**config.mk**
```make
export PLATFORM = sky130hd
export DESIGN_NAME = bec_top
export DESIGN_NICKNAME = d
export VERILOG_FILES = /design/src/design/bec_pkg.sv /design/src/design/bec_depth_filter.sv /design/src/design/bec_run_smooth.sv /design/src/design/bec_top.sv
export SDC_FILE = /design/constraint.sdc
export NUM_CORES = 2
export LEC_CHECK = 0
export ABC_AREA = 1
export BUFFER_PORTS_ARGS = -buffer_cell sky130_fd_sc_hd__clkbuf_2
export CORE_ASPECT_RATIO = 1.25
export CORE_MARGIN = 5
export CORE_UTILIZATION = 45
export DETAILED_ROUTE_END_ITERATION = 7
export GPL_ROUTABILITY_DRIVEN = 0
export GPL_TIMING_DRIVEN = 1
export PLACE_DENSITY = 0.6
export SYNTH_ARGS = -nofsm -noshare
export SYNTH_HDL_FRONTEND = slang
export SYNTH_SLANG_ARGS = --single-unit
```
**constraint.sdc**
```tcl
create_clock -name clk -period 23.3 [get_ports clk]
set_input_delay 4.66 -clock clk [delete_from_list [all_inputs] [get_ports clk]]
set_output_delay 4.66 -clock clk [all_outputs]
set_load 0.05 [all_outputs]
```
**src/design/bec_pkg.sv**
```systemverilog
// constants, register map and types of the beam evaluation configuration block
package bec_pkg;
   // register bus
   localparam int          ADDR_W       = 12;
   localparam logic [3:0]  STRB_ALL     = 4'hf;
   localparam logic [1:0]  RESP_OKAY    = 2'h0;
   localparam logic [1:0]  RESP_SLVERR  = 2'h2;
   // register indices; byte address is four times the index
   localparam logic [7:0]  IDX_GENERAL  = 8'h47;
   localparam logic [7:0]  IDX_EXTENDED = 8'h4a;
   localparam logic [7:0]  IDX_LOCK     = 8'h4e;
   localparam logic [7:0]  IDX_STATUS   = 8'h50;
   localparam logic [7:0]  IDX_BEAMS    = 8'h51;
   localparam logic [ADDR_W-1:0] ADR_GENERAL  = {2'h0, IDX_GENERAL, 2'h0};
   localparam logic [ADDR_W-1:0] ADR_EXTENDED = {2'h0, IDX_EXTENDED, 2'h0};
   localparam logic [ADDR_W-1:0] ADR_LOCK     = {2'h0, IDX_LOCK, 2'h0};
   localparam logic [ADDR_W-1:0] ADR_STATUS   = {2'h0, IDX_STATUS, 2'h0};
   localparam logic [ADDR_W-1:0] ADR_BEAMS    = {2'h0, IDX_BEAMS, 2'h0};
   // field positions
   localparam int          MODE_LSB     = 24;
   localparam int          DIR_LSB      = 16;
   localparam int          SMOOTH_LSB   = 8;
   localparam int          INV_LSB      = 0;
   localparam int          DEPTH_LSB    = 16;
   localparam int          HOLD_LSB     = 0;
   localparam int          ERR_BIT      = 0;
   localparam int          HOLDING_BIT  = 1;
   localparam int          SWITCH_BIT   = 2;
   localparam int          COUNT_LSB    = 16;
   // reset values and ranges
   localparam logic [31:0] GENERAL_RST  = 32'h0000_0101;
   localparam logic [31:0] EXTENDED_RST = 32'h0001_0000;
   localparam logic [7:0]  LOCK_RST     = 8'h00;
   localparam logic [7:0]  MODE_MAX     = 8'h02;
   localparam logic [7:0]  DIR_MAX      = 8'h01;
   localparam logic [7:0]  LOCK_MAX     = 8'h01;
   localparam logic [7:0]  MIN_ONE      = 8'h01;
   // timing
   localparam int          CLK_PERIOD_NS = 10;
   localparam int          HOLD_UNIT_NS  = 1000000;
   localparam int          CYC_PER_MS    = HOLD_UNIT_NS / CLK_PERIOD_NS;

   typedef enum logic [1:0] {MODE_PARALLEL, MODE_DIAGONAL, MODE_CROSSED} bec_mode_t;
   typedef enum logic {SER_IDLE, SER_SHIFT} bec_ser_t;
endpackage

```
**src/design/bec_depth_filter.sv**
```systemverilog
// per-beam consistency filter over consecutive measurement passes
`timescale 1ns/1ps
`default_nettype none
module bec_depth_filter #(
   parameter int W = 31
) (
   // clock and reset
   input  wire logic         clk,
   input  wire logic         rstn,
   // pass in
   input  wire logic         in_v,
   input  wire logic [W-1:0] in_beams,
   input  wire logic [7:0]   depth,
   // pass out
   output logic              out_v_q,
   output logic [W-1:0]      out_beams_q
);
   import bec_pkg::*;

   always_ff @(posedge clk or negedge rstn) begin
      if (!rstn) out_v_q <= 1'b0;
      else out_v_q <= in_v;
   end

   for (genvar i = 0; i < W; i++) begin : g_beam
      logic [7:0] cnt_q;
      logic [8:0] next_cnt;
      assign next_cnt = {1'b0, cnt_q} + 9'h001;
      // a new state is accepted only after depth passes in a row
      always_ff @(posedge clk or negedge rstn) begin
         if (!rstn) begin
            cnt_q          <= 8'h00;
            out_beams_q[i] <= 1'b0;
         end else if (in_v) begin
            if (in_beams[i] == out_beams_q[i]) begin
               cnt_q <= 8'h00;
            end else if (next_cnt >= {1'b0, depth}) begin
               out_beams_q[i] <= in_beams[i];
               cnt_q          <= 8'h00;
            end else begin
               cnt_q <= next_cnt[7:0];
            end
         end
      end
   end
endmodule
`default_nettype wire

```
**src/design/bec_run_smooth.sv**
```systemverilog
// suppresses runs of one beam state shorter than a minimum length
`timescale 1ns/1ps
`default_nettype none
module bec_run_smooth #(
   parameter int W = 31
) (
   // clock and reset
   input  wire logic         clk,
   input  wire logic         rstn,
   // pass in
   input  wire logic         in_v,
   input  wire logic [W-1:0] in_beams,
   input  wire logic [W-1:0] span,
   input  wire logic [7:0]   min_run,
   input  wire logic         invert,
   // pass out
   output logic              out_v_q,
   output logic [W-1:0]      out_beams_q
);
   import bec_pkg::*;

   logic [W-1:0] tgt;
   logic [W-1:0] keep;
   logic [7:0]   left  [W];
   logic [7:0]   right [W];

   // targeted runs: interrupted beams, or free beams when inverted
   assign tgt = (invert ? ~in_beams : in_beams) & span;

   for (genvar i = 0; i < W; i++) begin : g_run
      logic [8:0] lsum;
      logic [8:0] rsum;
      if (i == 0) begin : g_l0
         assign lsum = 9'h001;
      end else begin : g_ln
         assign lsum = {1'b0, left[i-1]} + 9'h001;
      end
      if (i == W - 1) begin : g_r0
         assign rsum = 9'h001;
      end else begin : g_rn
         assign rsum = {1'b0, right[i+1]} + 9'h001;
      end
      // run lengths saturate at 255, the largest minimum
      assign left[i]  = !tgt[i] ? 8'h00 : (lsum[8] ? 8'hff : lsum[7:0]);
      assign right[i] = !tgt[i] ? 8'h00 : (rsum[8] ? 8'hff : rsum[7:0]);
      assign keep[i]  = tgt[i] && (({1'b0, left[i]} + {1'b0, right[i]}) > {1'b0, min_run});
   end

   always_ff @(posedge clk or negedge rstn) begin
      if (!rstn) begin
         out_v_q     <= 1'b0;
         out_beams_q <= '0;
      end else begin
         out_v_q <= in_v;
         if (in_v) out_beams_q <= (invert ? ~keep : keep) & span;
      end
   end
endmodule
`default_nettype wire

```
**src/design/bec_top.sv**
```systemverilog
// beam evaluation configuration and preprocessing with an AXI4-Lite register slave
//
// Local design decision: the AXI4-Lite interface to the registers.
`timescale 1ns/1ps
`default_nettype none
// Behaviour
// - scan pattern field: 0 parallel, 1 diagonal, 2 crossed; larger values invalid
// - direction 0 numbers from connection side, 1 from the opposite end
// - interrupted runs shorter than the smoothing value count as free
// - free runs shorter than the inverted smoothing value count as interrupted
// - interruption must last filter depth passes before switching follows
// - results accumulate and hold for the integration time in ms; 0 disables
// - lock 1 ignores the local buttons, 0 leaves them working
// - every logical beam state is shifted out serially, one bit each
// - all evaluation runs on logical beams whose count depends on mode
module bec_top
   import bec_pkg::*;
#(
   parameter int N_PHYS  = 16,
   parameter int N_BTN   = 4,
   parameter int MS_CYC  = CYC_PER_MS
) (
   // clock and reset
   input  wire logic                  clk,
   input  wire logic                  rstn,
   // axi4-lite write address, data and response
   input  wire logic [bec_pkg::ADDR_W-1:0] s_axi_awaddr,
   input  wire logic                  s_axi_awvalid,
   output logic                       s_axi_awready,
   input  wire logic [31:0]           s_axi_wdata,
   input  wire logic [3:0]            s_axi_wstrb,
   input  wire logic                  s_axi_wvalid,
   output logic                       s_axi_wready,
   output logic [1:0]                 s_axi_bresp,
   output logic                       s_axi_bvalid,
   input  wire logic                  s_axi_bready,
   // axi4-lite read
   input  wire logic [bec_pkg::ADDR_W-1:0] s_axi_araddr,
   input  wire logic                  s_axi_arvalid,
   output logic                       s_axi_arready,
   output logic [31:0]                s_axi_rdata,
   output logic [1:0]                 s_axi_rresp,
   output logic                       s_axi_rvalid,
   input  wire logic                  s_axi_rready,
   // optics
   input  wire logic [N_PHYS-1:0]     beam_raw,
   input  wire logic                  beam_pass,
   // control panel
   input  wire logic [N_BTN-1:0]      btn_raw,
   output logic [N_BTN-1:0]           btn_eff,
   // evaluation results
   output logic [2*N_PHYS-2:0]        eval_beams,
   output logic                       eval_valid,
   output logic                       switch_out,
   output logic [15:0]                logical_count,
   // serial beam stream
   output logic                       ser_data,
   output logic                       ser_valid,
   output logic                       ser_last
);
   import bec_pkg::*;

   localparam int LOG_W = 2 * N_PHYS - 1;
   localparam int MS_W  = $clog2(MS_CYC + 1);

   // ---------------- register slave ----------------
   logic [31:0] general_q;
   logic [31:0] extended_q;
   logic [7:0]  lock_q;
   logic        err_q;
   logic        awready_q, wready_q, bvalid_q, arready_q, rvalid_q;
   logic [1:0]  bresp_q, rresp_q;
   logic [31:0] rdata_q;
   logic        wr_fire, rd_fire;
   logic [ADDR_W-1:0] waddr, raddr;
   logic        gen_ok, ext_ok, lock_ok, stat_wr, wr_err;
   logic        holding_q, switch_q;
   logic [LOG_W-1:0] eval_q;
   logic [15:0] count_q;

   assign waddr   = {s_axi_awaddr[ADDR_W-1:2], 2'h0};
   assign raddr   = {s_axi_araddr[ADDR_W-1:2], 2'h0};
   assign wr_fire = awready_q && s_axi_awvalid && s_axi_wvalid;
   assign rd_fire = arready_q && s_axi_arvalid;

   // records are accepted only whole and only with every field in range
   assign gen_ok = wr_fire && waddr == ADR_GENERAL && s_axi_wstrb == STRB_ALL
      && s_axi_wdata[MODE_LSB +: 8] <= MODE_MAX
      && s_axi_wdata[DIR_LSB +: 8] <= DIR_MAX
      && s_axi_wdata[SMOOTH_LSB +: 8] >= MIN_ONE
      && s_axi_wdata[INV_LSB +: 8] >= MIN_ONE;
   assign ext_ok = wr_fire && waddr == ADR_EXTENDED && s_axi_wstrb == STRB_ALL
      && s_axi_wdata[DEPTH_LSB +: 8] >= MIN_ONE;
   assign lock_ok = wr_fire && waddr == ADR_LOCK && s_axi_wstrb[0]
      && s_axi_wdata[7:0] <= LOCK_MAX;
   assign stat_wr = wr_fire && waddr == ADR_STATUS;
   assign wr_err  = wr_fire && !(gen_ok || ext_ok || lock_ok || stat_wr);

   // both channels are taken together in one cycle once both are offered
   always_ff @(posedge clk or negedge rstn) begin
      if (!rstn) begin
         awready_q <= 1'b0;
         wready_q  <= 1'b0;
         bvalid_q  <= 1'b0;
         bresp_q   <= RESP_OKAY;
      end else begin
         awready_q <= s_axi_awvalid && s_axi_wvalid && !awready_q && !bvalid_q;
         wready_q  <= s_axi_awvalid && s_axi_wvalid && !awready_q && !bvalid_q;
         if (wr_fire) begin
            bvalid_q <= 1'b1;
            bresp_q  <= wr_err ? RESP_SLVERR : RESP_OKAY;
         end else if (s_axi_bready) begin
            bvalid_q <= 1'b0;
         end
      end
   end

   always_ff @(posedge clk or negedge rstn) begin
      if (!rstn) begin
         general_q  <= GENERAL_RST;
         extended_q <= EXTENDED_RST;
         lock_q     <= LOCK_RST;
      end else begin
         if (gen_ok) general_q <= s_axi_wdata;
         if (ext_ok) extended_q <= {8'h00, s_axi_wdata[DEPTH_LSB +: 8], 8'h00,
                                    s_axi_wdata[HOLD_LSB +: 8]};
         if (lock_ok) lock_q <= s_axi_wdata[7:0];
      end
   end

   // sticky rejection flag; a new rejection wins over a clear in the same cycle
   always_ff @(posedge clk or negedge rstn) begin
      if (!rstn) err_q <= 1'b0;
      else if (wr_err) err_q <= 1'b1;
      else if (stat_wr && s_axi_wstrb[0] && s_axi_wdata[ERR_BIT]) err_q <= 1'b0;
   end

   always_ff @(posedge clk or negedge rstn) begin
      if (!rstn) begin
         arready_q <= 1'b0;
         rvalid_q  <= 1'b0;
         rdata_q   <= '0;
         rresp_q   <= RESP_OKAY;
      end else begin
         arready_q <= s_axi_arvalid && !arready_q && !rvalid_q;
         if (rd_fire) begin
            rvalid_q <= 1'b1;
            rresp_q  <= RESP_OKAY;
            rdata_q  <= '0;
            case (raddr)
               ADR_GENERAL:  rdata_q <= general_q;
               ADR_EXTENDED: rdata_q <= extended_q;
               ADR_LOCK:     rdata_q <= {24'h0, lock_q};
               ADR_STATUS: begin
                  rdata_q[ERR_BIT]          <= err_q;
                  rdata_q[HOLDING_BIT]      <= holding_q;
                  rdata_q[SWITCH_BIT]       <= switch_q;
                  rdata_q[COUNT_LSB +: 16]  <= count_q;
               end
               ADR_BEAMS: begin
                  for (int i = 0; i < 32; i++) begin
                     if (i < LOG_W) rdata_q[i] <= eval_q[i];
                  end
               end
               default: rresp_q <= RESP_SLVERR;
            endcase
         end else if (s_axi_rready) begin
            rvalid_q <= 1'b0;
         end
      end
   end

   // ---------------- configuration fields ----------------
   bec_mode_t  mode;
   logic       dir_inv;
   logic [7:0] smooth, inv_smooth, depth, hold_ms;

   assign mode       = bec_mode_t'(general_q[MODE_LSB +: 2]);
   assign dir_inv    = general_q[DIR_LSB];
   assign smooth     = general_q[SMOOTH_LSB +: 8];
   assign inv_smooth = general_q[INV_LSB +: 8];
   assign depth      = extended_q[DEPTH_LSB +: 8];
   assign hold_ms    = extended_q[HOLD_LSB +: 8];

   // ---------------- logical beams ----------------
   logic [LOG_W-1:0] map_c, ord_c, span_c;
   logic [15:0]      cnt_c;
   logic [LOG_W-1:0] s1_q, span_q;
   logic             s1_v_q;

   // diagonal beams lie between two neighbours; crossed ones need both interrupted
   always_comb begin
      map_c = '0;
      cnt_c = 16'(LOG_W);
      case (mode)
         MODE_PARALLEL: begin
            cnt_c = 16'(N_PHYS);
            for (int i = 0; i < N_PHYS; i++) map_c[i] = beam_raw[i];
         end
         MODE_DIAGONAL: begin
            for (int i = 0; i < N_PHYS; i++) map_c[2*i] = beam_raw[i];
            for (int i = 0; i < N_PHYS - 1; i++) map_c[2*i+1] = beam_raw[i] | beam_raw[i+1];
         end
         MODE_CROSSED: begin
            for (int i = 0; i < N_PHYS; i++) map_c[2*i] = beam_raw[i];
            for (int i = 0; i < N_PHYS - 1; i++) map_c[2*i+1] = beam_raw[i] & beam_raw[i+1];
         end
         default: map_c = '0;
      endcase
   end

   always_comb begin
      ord_c  = '0;
      span_c = '0;
      for (int i = 0; i < LOG_W; i++) begin
         if (i < int'(cnt_c)) begin
            span_c[i] = 1'b1;
            ord_c[i]  = dir_inv ? map_c[int'(cnt_c) - 1 - i] : map_c[i];
         end
      end
   end

   always_ff @(posedge clk or negedge rstn) begin
      if (!rstn) begin
         s1_q    <= '0;
         span_q  <= '0;
         s1_v_q  <= 1'b0;
         count_q <= 16'h0000;
      end else begin
         s1_v_q <= beam_pass;
         if (beam_pass) begin
            s1_q    <= ord_c;
            span_q  <= span_c;
            count_q <= cnt_c;
         end
      end
   end

   // ---------------- filtering and smoothing ----------------
   logic             f_v, sm_v, ism_v;
   logic [LOG_W-1:0] f_beams, sm_beams, ism_beams;

   bec_depth_filter #(.W(LOG_W)) u_filter (
      .clk         (clk),
      .rstn        (rstn),
      .in_v        (s1_v_q),
      .in_beams    (s1_q),
      .depth       (depth),
      .out_v_q     (f_v),
      .out_beams_q (f_beams)
   );

   bec_run_smooth #(.W(LOG_W)) u_smooth (
      .clk         (clk),
      .rstn        (rstn),
      .in_v        (f_v),
      .in_beams    (f_beams),
      .span        (span_q),
      .min_run     (smooth),
      .invert      (1'b0),
      .out_v_q     (sm_v),
      .out_beams_q (sm_beams)
   );

   bec_run_smooth #(.W(LOG_W)) u_inv_smooth (
      .clk         (clk),
      .rstn        (rstn),
      .in_v        (sm_v),
      .in_beams    (sm_beams),
      .span        (span_q),
      .min_run     (inv_smooth),
      .invert      (1'b1),
      .out_v_q     (ism_v),
      .out_beams_q (ism_beams)
   );

   // ---------------- hold (integration) ----------------
   logic [MS_W-1:0]  ms_cnt_q;
   logic             ms_tick;
   logic [7:0]       hold_cnt_q;
   logic [LOG_W-1:0] acc_q;
   logic             publish;
   logic [LOG_W-1:0] pub_beams;

   assign ms_tick = ms_cnt_q == MS_W'(MS_CYC - 1);

   always_ff @(posedge clk or negedge rstn) begin
      if (!rstn) ms_cnt_q <= '0;
      else if (ms_tick) ms_cnt_q <= '0;
      else ms_cnt_q <= ms_cnt_q + 1'b1;
   end

   // with a hold time the window ends on a millisecond tick and publishes the union
   assign publish   = (hold_ms == 8'h00) ? ism_v : (ms_tick && hold_cnt_q + 8'h01 >= hold_ms);
   assign pub_beams = (hold_ms == 8'h00) ? ism_beams : (acc_q | (ism_v ? ism_beams : '0));

   always_ff @(posedge clk or negedge rstn) begin
      if (!rstn) begin
         hold_cnt_q <= 8'h00;
         acc_q      <= '0;
         holding_q  <= 1'b0;
      end else if (hold_ms == 8'h00) begin
         hold_cnt_q <= 8'h00;
         acc_q      <= '0;
         holding_q  <= 1'b0;
      end else begin
         holding_q <= 1'b1;
         if (publish) begin
            hold_cnt_q <= 8'h00;
            acc_q      <= '0;
         end else begin
            if (ms_tick) hold_cnt_q <= hold_cnt_q + 8'h01;
            if (ism_v) acc_q <= acc_q | ism_beams;
         end
      end
   end

   always_ff @(posedge clk or negedge rstn) begin
      if (!rstn) begin
         eval_q      <= '0;
         switch_q    <= 1'b0;
         eval_valid  <= 1'b0;
      end else begin
         eval_valid <= publish;
         if (publish) begin
            eval_q   <= pub_beams;
            switch_q <= |pub_beams;
         end
      end
   end

   // ---------------- serial beam stream ----------------
   bec_ser_t         ser_st_q;
   logic [LOG_W-1:0] shift_q;
   logic [15:0]      left_q;

   // a new result restarts the stream; the consumer must keep up with one bit a cycle
   always_ff @(posedge clk or negedge rstn) begin
      if (!rstn) begin
         ser_st_q  <= SER_IDLE;
         shift_q   <= '0;
         left_q    <= 16'h0000;
         ser_data  <= 1'b0;
         ser_valid <= 1'b0;
         ser_last  <= 1'b0;
      end else if (publish) begin
         ser_st_q  <= SER_SHIFT;
         shift_q   <= pub_beams;
         left_q    <= count_q;
         ser_valid <= 1'b0;
         ser_last  <= 1'b0;
      end else begin
         case (ser_st_q)
            SER_SHIFT: begin
               ser_data  <= shift_q[0];
               ser_valid <= 1'b1;
               ser_last  <= left_q == 16'h0001;
               shift_q   <= shift_q >> 1;
               left_q    <= left_q - 16'h0001;
               if (left_q == 16'h0001) ser_st_q <= SER_IDLE;
            end
            SER_IDLE: begin
               ser_valid <= 1'b0;
               ser_last  <= 1'b0;
            end
            default: ser_st_q <= SER_IDLE;
         endcase
      end
   end

   // ---------------- control panel ----------------
   always_ff @(posedge clk or negedge rstn) begin
      if (!rstn) btn_eff <= '0;
      else btn_eff <= lock_q[0] ? '0 : btn_raw;
   end

   assign s_axi_awready = awready_q;
   assign s_axi_wready  = wready_q;
   assign s_axi_bvalid  = bvalid_q;
   assign s_axi_bresp   = bresp_q;
   assign s_axi_arready = arready_q;
   assign s_axi_rvalid  = rvalid_q;
   assign s_axi_rdata   = rdata_q;
   assign s_axi_rresp   = rresp_q;
   assign eval_beams    = eval_q;
   assign switch_out    = switch_q;
   assign logical_count = count_q;
endmodule
`default_nettype wire

```
Yosys cells after proc, flatten, opt, wreduce, memory -nomap -nowiden
Cells that the tools add are included.
Word-level totals
  output and inout bits: 97
  memories kept: 0
  latch bits: 0
  ROM bits: 0
  bits in registers: 665
  word-level logic and storage cells: 1288
  input port bits: 88
  memory bits (writable): 0
Operators by class
  multipliers: 0
  eq/ne operators: 45
  shifts and indexed selects: 0
  divide/modulo/power cells: 0
  multiplexer cells: 530
  add/sub/neg operators: 247
  $lt $le $gt $ge: 162
  reductions and logical operators: 137
  bitwise operators: 71
Operators by type and width (count)
  8-bit 2-to-1 mux: 305
  8-bit by 1-bit adder with 9-bit output (second input constant): 149
  32-bit by 7-bit less-than comparator with 1-bit output (second input constant): 29
  8-bit by 8-bit adder with 9-bit output: 62
  9-bit by 8-bit > comparator with 1-bit output: 62
  9-bit by 8-bit greater-or-equal comparator with 1-bit output: 31
  5-bit by 16-bit less-than comparator with 1-bit output (first input constant): 15
  31-bit 2-to-1 mux: 7
  1-bit 2-to-1 mux: 172
  1-bit binary-select mux with 5-bit select: 31
  4-bit by 16-bit less-than comparator with 1-bit output (first input constant): 8
  31-bit bitwise AND: 4
  6-bit by 6-bit subtractor with 7-bit output (second input constant): 15
  3-bit AND reduction: 31
  10-bit by 7-bit equality test with 1-bit output (second input constant): 9
  1-bit logical AND: 87
  3-bit by 16-bit less-than comparator with 1-bit output (first input constant): 4
  31-bit NOT: 2
  31-bit bitwise OR: 2
  15-bit case mux with 4 select lines: 1
  6-bit by 5-bit subtractor with 7-bit output (second input constant): 8
  13-bit case mux with 4 select lines: 1
  16-bit case mux with 3 select lines: 1
  1-bit NOT: 33
  other kinds (40): 123

Depth between registers and ports, before layout
  depth after elaboration: 98
  mapped depth: 136
  mapped depth without buffers: 135

By module
Synthesis repeated with hierarchy kept, for this count alone.
Unflattened totals
  cell total of the unflattened synthesis: 13241
  area total of the unflattened synthesis: 87211.1 µm²
By module, submodules not included
  bec_run_smooth at u_smooth: seq. area each 800.8 µm², cells an instance 4389, area each 26879.5 µm², instances 1
  bec_run_smooth at u_inv_smooth: seq. area each 800.8 µm², cells an instance 4365, area each 25948.6 µm², instances 1
  bec_depth_filter: seq. area each 7006.7 µm², cells an instance 2802, area each 21051.4 µm², instances 1
  bec_top: seq. area each 6860.3 µm², cells an instance 1685, area each 13331.5 µm², instances 1

Least setup slack after synthesis
OpenSTA, ideal clock, no wires.
  path type: register to register
  start: register span_q[15]
  end: register u_inv_smooth.out_beams_q[30]
  clock period less this slack: 18.993 ns
  arrival: 18.928 ns
  data required time: 23.235 ns
  setup time: 0.065 ns
  stages on the path, launching flop included: 122
  path buffers: 2
  path slack: 4.307 ns
  path through: dfrtp_1 > buf_12 > nand2_8 > nor2_2 > inv_1 > nor2_1 > ha_1 > inv_1 > nor2_4 > ha_1 > nand2_1 > inv_1 > ha_1 > inv_1 > nor2_1 > ha_1 > inv_1 > nor2_1 > [... 86 more ...] > inv_1 > ha_1 > nand3_2 > nor2_4 > nand3_4 > a21oi_4 > ha_1 > nand4_2 > xnor2_1 > ha_1 > a21oi_1 > o221ai_1 > a221o_1 > a21oi_1 > nor2_1 > nand2_1 > nand3_1 > nand2_1
Between the ends
  word-level cells in the longest chain between the ends: 52
Ends and longest elaborated chain
  start: declaration: RTL line bec_top.sv:188  | logic [LOG_W-1:0] s1_q, span_q;
  start signal: assignment: RTL line bec_top.sv:233  | span_q <= span_c;
  31-bit bitwise AND: RTL line bec_run_smooth.sv:28  | assign tgt = (invert ? ~in_beams : in_beams) & span;
  8-bit 2-to-1 mux: RTL line bec_run_smooth.sv:44  | assign left[i] = !tgt[i] ? 8'h00 : (lsum[8] ? 8'hff : lsum[7:0]);
  8-bit by 1-bit adder with 9-bit output: RTL line bec_run_smooth.sv:36  | assign lsum = {1'b0, left[i-1]} + 9'h001;
  8-bit 2-to-1 mux (2 in series): RTL line bec_run_smooth.sv:44
  8-bit by 1-bit adder with 9-bit output: RTL line bec_run_smooth.sv:36
  8-bit 2-to-1 mux (2 in series): RTL line bec_run_smooth.sv:44
  8-bit by 1-bit adder with 9-bit output: RTL line bec_run_smooth.sv:36
  8-bit 2-to-1 mux (2 in series): RTL line bec_run_smooth.sv:44
  [... 31 more ...]
  8-bit 2-to-1 mux (2 in series): RTL line bec_run_smooth.sv:44
  8-bit by 1-bit adder with 9-bit output: RTL line bec_run_smooth.sv:36
  8-bit 2-to-1 mux (2 in series): RTL line bec_run_smooth.sv:44
  8-bit by 8-bit adder with 9-bit output: RTL line bec_run_smooth.sv:46  | assign keep[i] = tgt[i] && (({1'b0, left[i]} + {1'b0, right[i]}) > {1'b0, min_run});
  9-bit by 8-bit > comparator with 1-bit output: RTL line bec_run_smooth.sv:46
  1-bit logical AND: RTL line bec_run_smooth.sv:46
  31-bit NOT: RTL line bec_run_smooth.sv:55  | if (in_v) out_beams_q <= (invert ? ~keep : keep) & span;
  31-bit bitwise AND: RTL line bec_run_smooth.sv:55
  end signal: assignment: RTL line bec_run_smooth.sv:55
  end: declaration: RTL line bec_run_smooth.sv:18  | output logic [W-1:0] out_beams_q
Every way passes these cells.
A chain may end at the register's enable or synchronous reset.

Worst setup path in the final report
Same ends and word-level chain as after synthesis.

==> summary.md <==
The utilization after layout is 0.485, and the max-slew headroom at the worst pin is 0.189. The portion of the post-synthesis area used by sequential elements is 0.184, and the final count of negative-setup-slack endpoints is 0. The run gives 0 as the number of remaining DRC errors.

The total of buffers placed on input and output ports was 167; the total power density per cell area was 62.0 nW/um^2. Across the routed clock network, the largest skew measured is 0.0539 ns. The tools report the root cell of the clock tree as clkbuf_16. The tools report the starting DRC count in detailed routing as 4639. Counting stages on the worst path, the most repeated cell is ha_1.

The first global-routing pass estimated 403 mm of wire. The setup check on the worst reg-to-reg path leaves a slack of 1.82 ns. The largest fanout of any net on the critical path came out at 17. The hold violation count in the final report was 0; the count of unique library cells instantiated by Yosys was 95.

The final critical-path share of the clock period works out to 0.922. The number of placed instances, taps included, is 14739. The total length of routed wires was 251 mm. By startpoint and endpoint, the worst setup path is classified as flip-flop to flip-flop.

Across the run, the number of max-cap violations was 0. Synthesis handed over a netlist of 12130 instances. The worst hold slack across all endpoints came out at 0.452 ns. The shortest period the worst path allows is 21.48 ns.

The classification of the worst-slack hold path was flip-flop to flip-flop. The routed wire length per instance is 16.9 um. The largest single stage delay on the critical path is 0.66 ns. The routed layout has 80620 vias. Critical path's slowest cell: dfrtp_4. The area of the die is 195000 um^2, and the number of vias per cell is 5.42. The number of buffers and inverters on the critical path is 27.

Clock-pin slew was measured on the worst setup and hold paths at 0.06 ns. Across the VDD grid, the largest voltage drop is 0.0671 mV. The ratio of cells with drive above 1 in the final layout was 0.0931; the cell area after synthesis was 83900 um^2.

The global router's overall resource usage is 0.250. At the pin with the least slew margin, the transition time is 1.21 ns. For the post-layout instance count excluding filler cells, the log shows 14869.

The tools report the largest net degree at the start of global routing as 184. For this run the aggregate overflow at the end of global routing stands at 0. Power comes to 5590 uW. The flow ran to the end, and the final reports show no timing, DRC or antenna violations. The width of the die came out at 396 um. For the number of warning messages in the yosys log, the log shows 0. For the number of slew-limit violations in the final report, the log shows 0.

At the worst endpoint, the required time is 23.92 ns. The number of CTS-inserted buffers is 71, and the maximum operating frequency is 46.5 MHz. In this design, the largest share of critical-path delay is due to adder cells. For this run, the post-layout net count is 13811. The worst endpoint data arrival time is 22.10 ns, and the fraction of registers with async set/reset is 1.00. Pin placement for this block handled 185 I/O pins.

In this run the remaining antenna-violating nets after routing total 0. After synthesis the netlist holds a flip-flop and latch count of 618. The via count of the first global-routing pass is 79880, and the count of buffers added by post-CTS timing repair for setup is 0. The critical path startpoint category is a flip-flop. The floorplan has 177 rows.

The clock passes through at most 3 buffers. The average instance in the mapped netlist occupies 6.92 um^2. TritonCTS built the clock tree. The total negative slack is 0 ns, and the number of antenna violations at the first check in global routing is 2. The area growth from synthesis to layout is 7.43%.

Clock tree synthesis found a total of 618 sinks. The static power due to leakage came out at 0.0494 uW. Once the clock tree was built, the resizer swapped 0 gates to a different size.

The deepest level of the CTS H-tree is 3, and the floorplan die height is 493 um. The clock reaches the later pin of the worst-skew pair after 0.70 ns. The most used flip-flop cell after synthesis is dfrtp_1.

HPWL after detailed placement: 199 mm. Hold repair after CTS inserted 0 buffers. The kind of end point of the critical path is a flip-flop. The core region is 186000 um^2.

The number of synthesized flops with an enable pin works out to 0. The number of search-and-repair iterations in the first detailed-routing pass came out at 6. For the initial cell density of the core, the log shows 0.452.
==> where the power goes <==
part	internal [uW]	total, uW	switching [uW]	leakage [uW]
Clock	701	1210	512	0.00122
Sequential	1130	1200	64.7	0.00826
Combinational	1180	3180	1990	0.0399
==> metrics by stage <==
step / worst slack (ns) / instance area (um^2)
2_1_floorplan: 4.31 / 84500
3_3_place_gp: 1.36 / 87600
3_5_place_dp: 1.07 / 87600
4_1_cts: 1.01 / 90100
5_1_grt: -0.00906 / 90200
6_report: 1.82 / 90200
==> cell usage after synthesis, drive strengths merged (32+ instances only) <==
library cell / instances / area share
a21oi: 761 / 0.047
a32o: 41 / 0.0049
buf: 51 / 0.0048
clkbuf: 141 / 0.011
clkinv: 37 / 0.0018
dfrtp: 615 / 0.18
fa: 58 / 0.014
ha: 1269 / 0.19
inv: 2301 / 0.10
nand2: 2424 / 0.12
nand3: 935 / 0.062
nand4: 235 / 0.018
nor2: 1043 / 0.055
nor3: 225 / 0.015
nor4: 47 / 0.0036
o211ai: 32 / 0.0029
o21ai: 709 / 0.043
o21bai: 62 / 0.0056
o221ai: 39 / 0.0041
o22ai: 54 / 0.0040
o32ai: 99 / 0.010
xnor2: 205 / 0.021
xor2: 419 / 0.044
==> placed cells by master, fill, tap and decap left out, types with 125 or more instances in the layout <==
cell | synthesis | final
inv_1 | 2211 | 2189
nand2_1 | 2144 | 2143
ha_1 | 1269 | 1269
nor2_1 | 873 | 865
nand3_1 | 837 | 837
a21oi_1 | 735 | 730
o21ai_0 | 658 | 658
dfrtp_1 | 615 | 611
xor2_1 | 414 | 414
nand2_2 | 248 | 249
nand4_1 | 228 | 228
nor3_1 | 206 | 205
xnor2_1 | 204 | 204
clkbuf_2 | 0 | 166
conb_1 | 1 | 151
nor2_2 | 119 | 125
==> cells by family after synthesis <==
family,count (synthesis),share of synthesized area
adder cells (fa/ha/maj),1327,0.203
flip-flops,618,0.184
XOR/XNOR,624,0.0656
buffers and inverters,2530,0.121
AND/OR/NAND/NOR,4986,0.279
multiplexers,32,0.00389
AO/OA/AOI/OAI,2012,0.143
other,1,0.0000447
==> cell type report <==
| type | count | area, um^2 |
|---|---|---|
| fill | 18809 | 95600 |
| clock buffer | 94 | 1980 |
| multi-input combinational | 9132 | 59000 |
| antenna | 4 | 10.0 |
| sequential | 618 | 15500 |
| inverter | 2338 | 8820 |
| timing repair buffer | 235 | 1390 |
| tap | 2416 | 3020 |
| clock inverter | 32 | 527 |
==> layer usage <==
metal | vias to the layer above | part of all wire | track usage
li1 | 40485 | - | -
met1 | 37862 | 0.42 | 0.301
met2 | 1735 | 0.49 | 0.454
met3 | 538 | 0.039 | 0.0215
met4 | 0 | 0.047 | 0.107
met5 | - | 0 | 0
==> state kept, by name (all words and copies together), names as in the netlist, 8 cells and up <==
| signal | cells |
|---|---|
| extended_q | 16 |
| general_q | 32 |
| s1_q | 31 |
| lock_q | 8 |
| hold_cnt_q | 8 |
| u_filter.g_beam.cnt_q | 248 |
| u_filter.out_beams_q | 31 |
| u_smooth.out_beams_q | 31 |
| ms_cnt_q | 17 |
| left_q | 16 |
| acc_q | 31 |
| eval_beams | 31 |
| s_axi_rdata | 32 |
| u_inv_smooth.out_beams_q | 31 |
| shift_q | 31 |
==> path summary, 6_finish.rpt <==
kind	startpoint	to	cells after the start
worst max-delay path	span_q[15]$_DFFE_PN0P_	u_inv_smooth.out_beams_q[30]$_DFFE_PN0P_	121
worst min-delay path	s_axi_arready$_DFF_PN0_	s_axi_arready$_DFF_PN0_	1
worst max register to register	span_q[15]$_DFFE_PN0P_	u_inv_smooth.out_beams_q[30]$_DFFE_PN0P_	121
worst min register to register	s_axi_arready$_DFF_PN0_	s_axi_arready$_DFF_PN0_	1
max in group asynchronous	rstn	u_smooth.out_beams_q[6]$_DFFE_PN0P_	4
min in group asynchronous	rstn	u_filter.g_beam[19].cnt_q[3]$_DFFE_PN0P_	1
No activity file was read; power rests on OpenSTA's default activity.
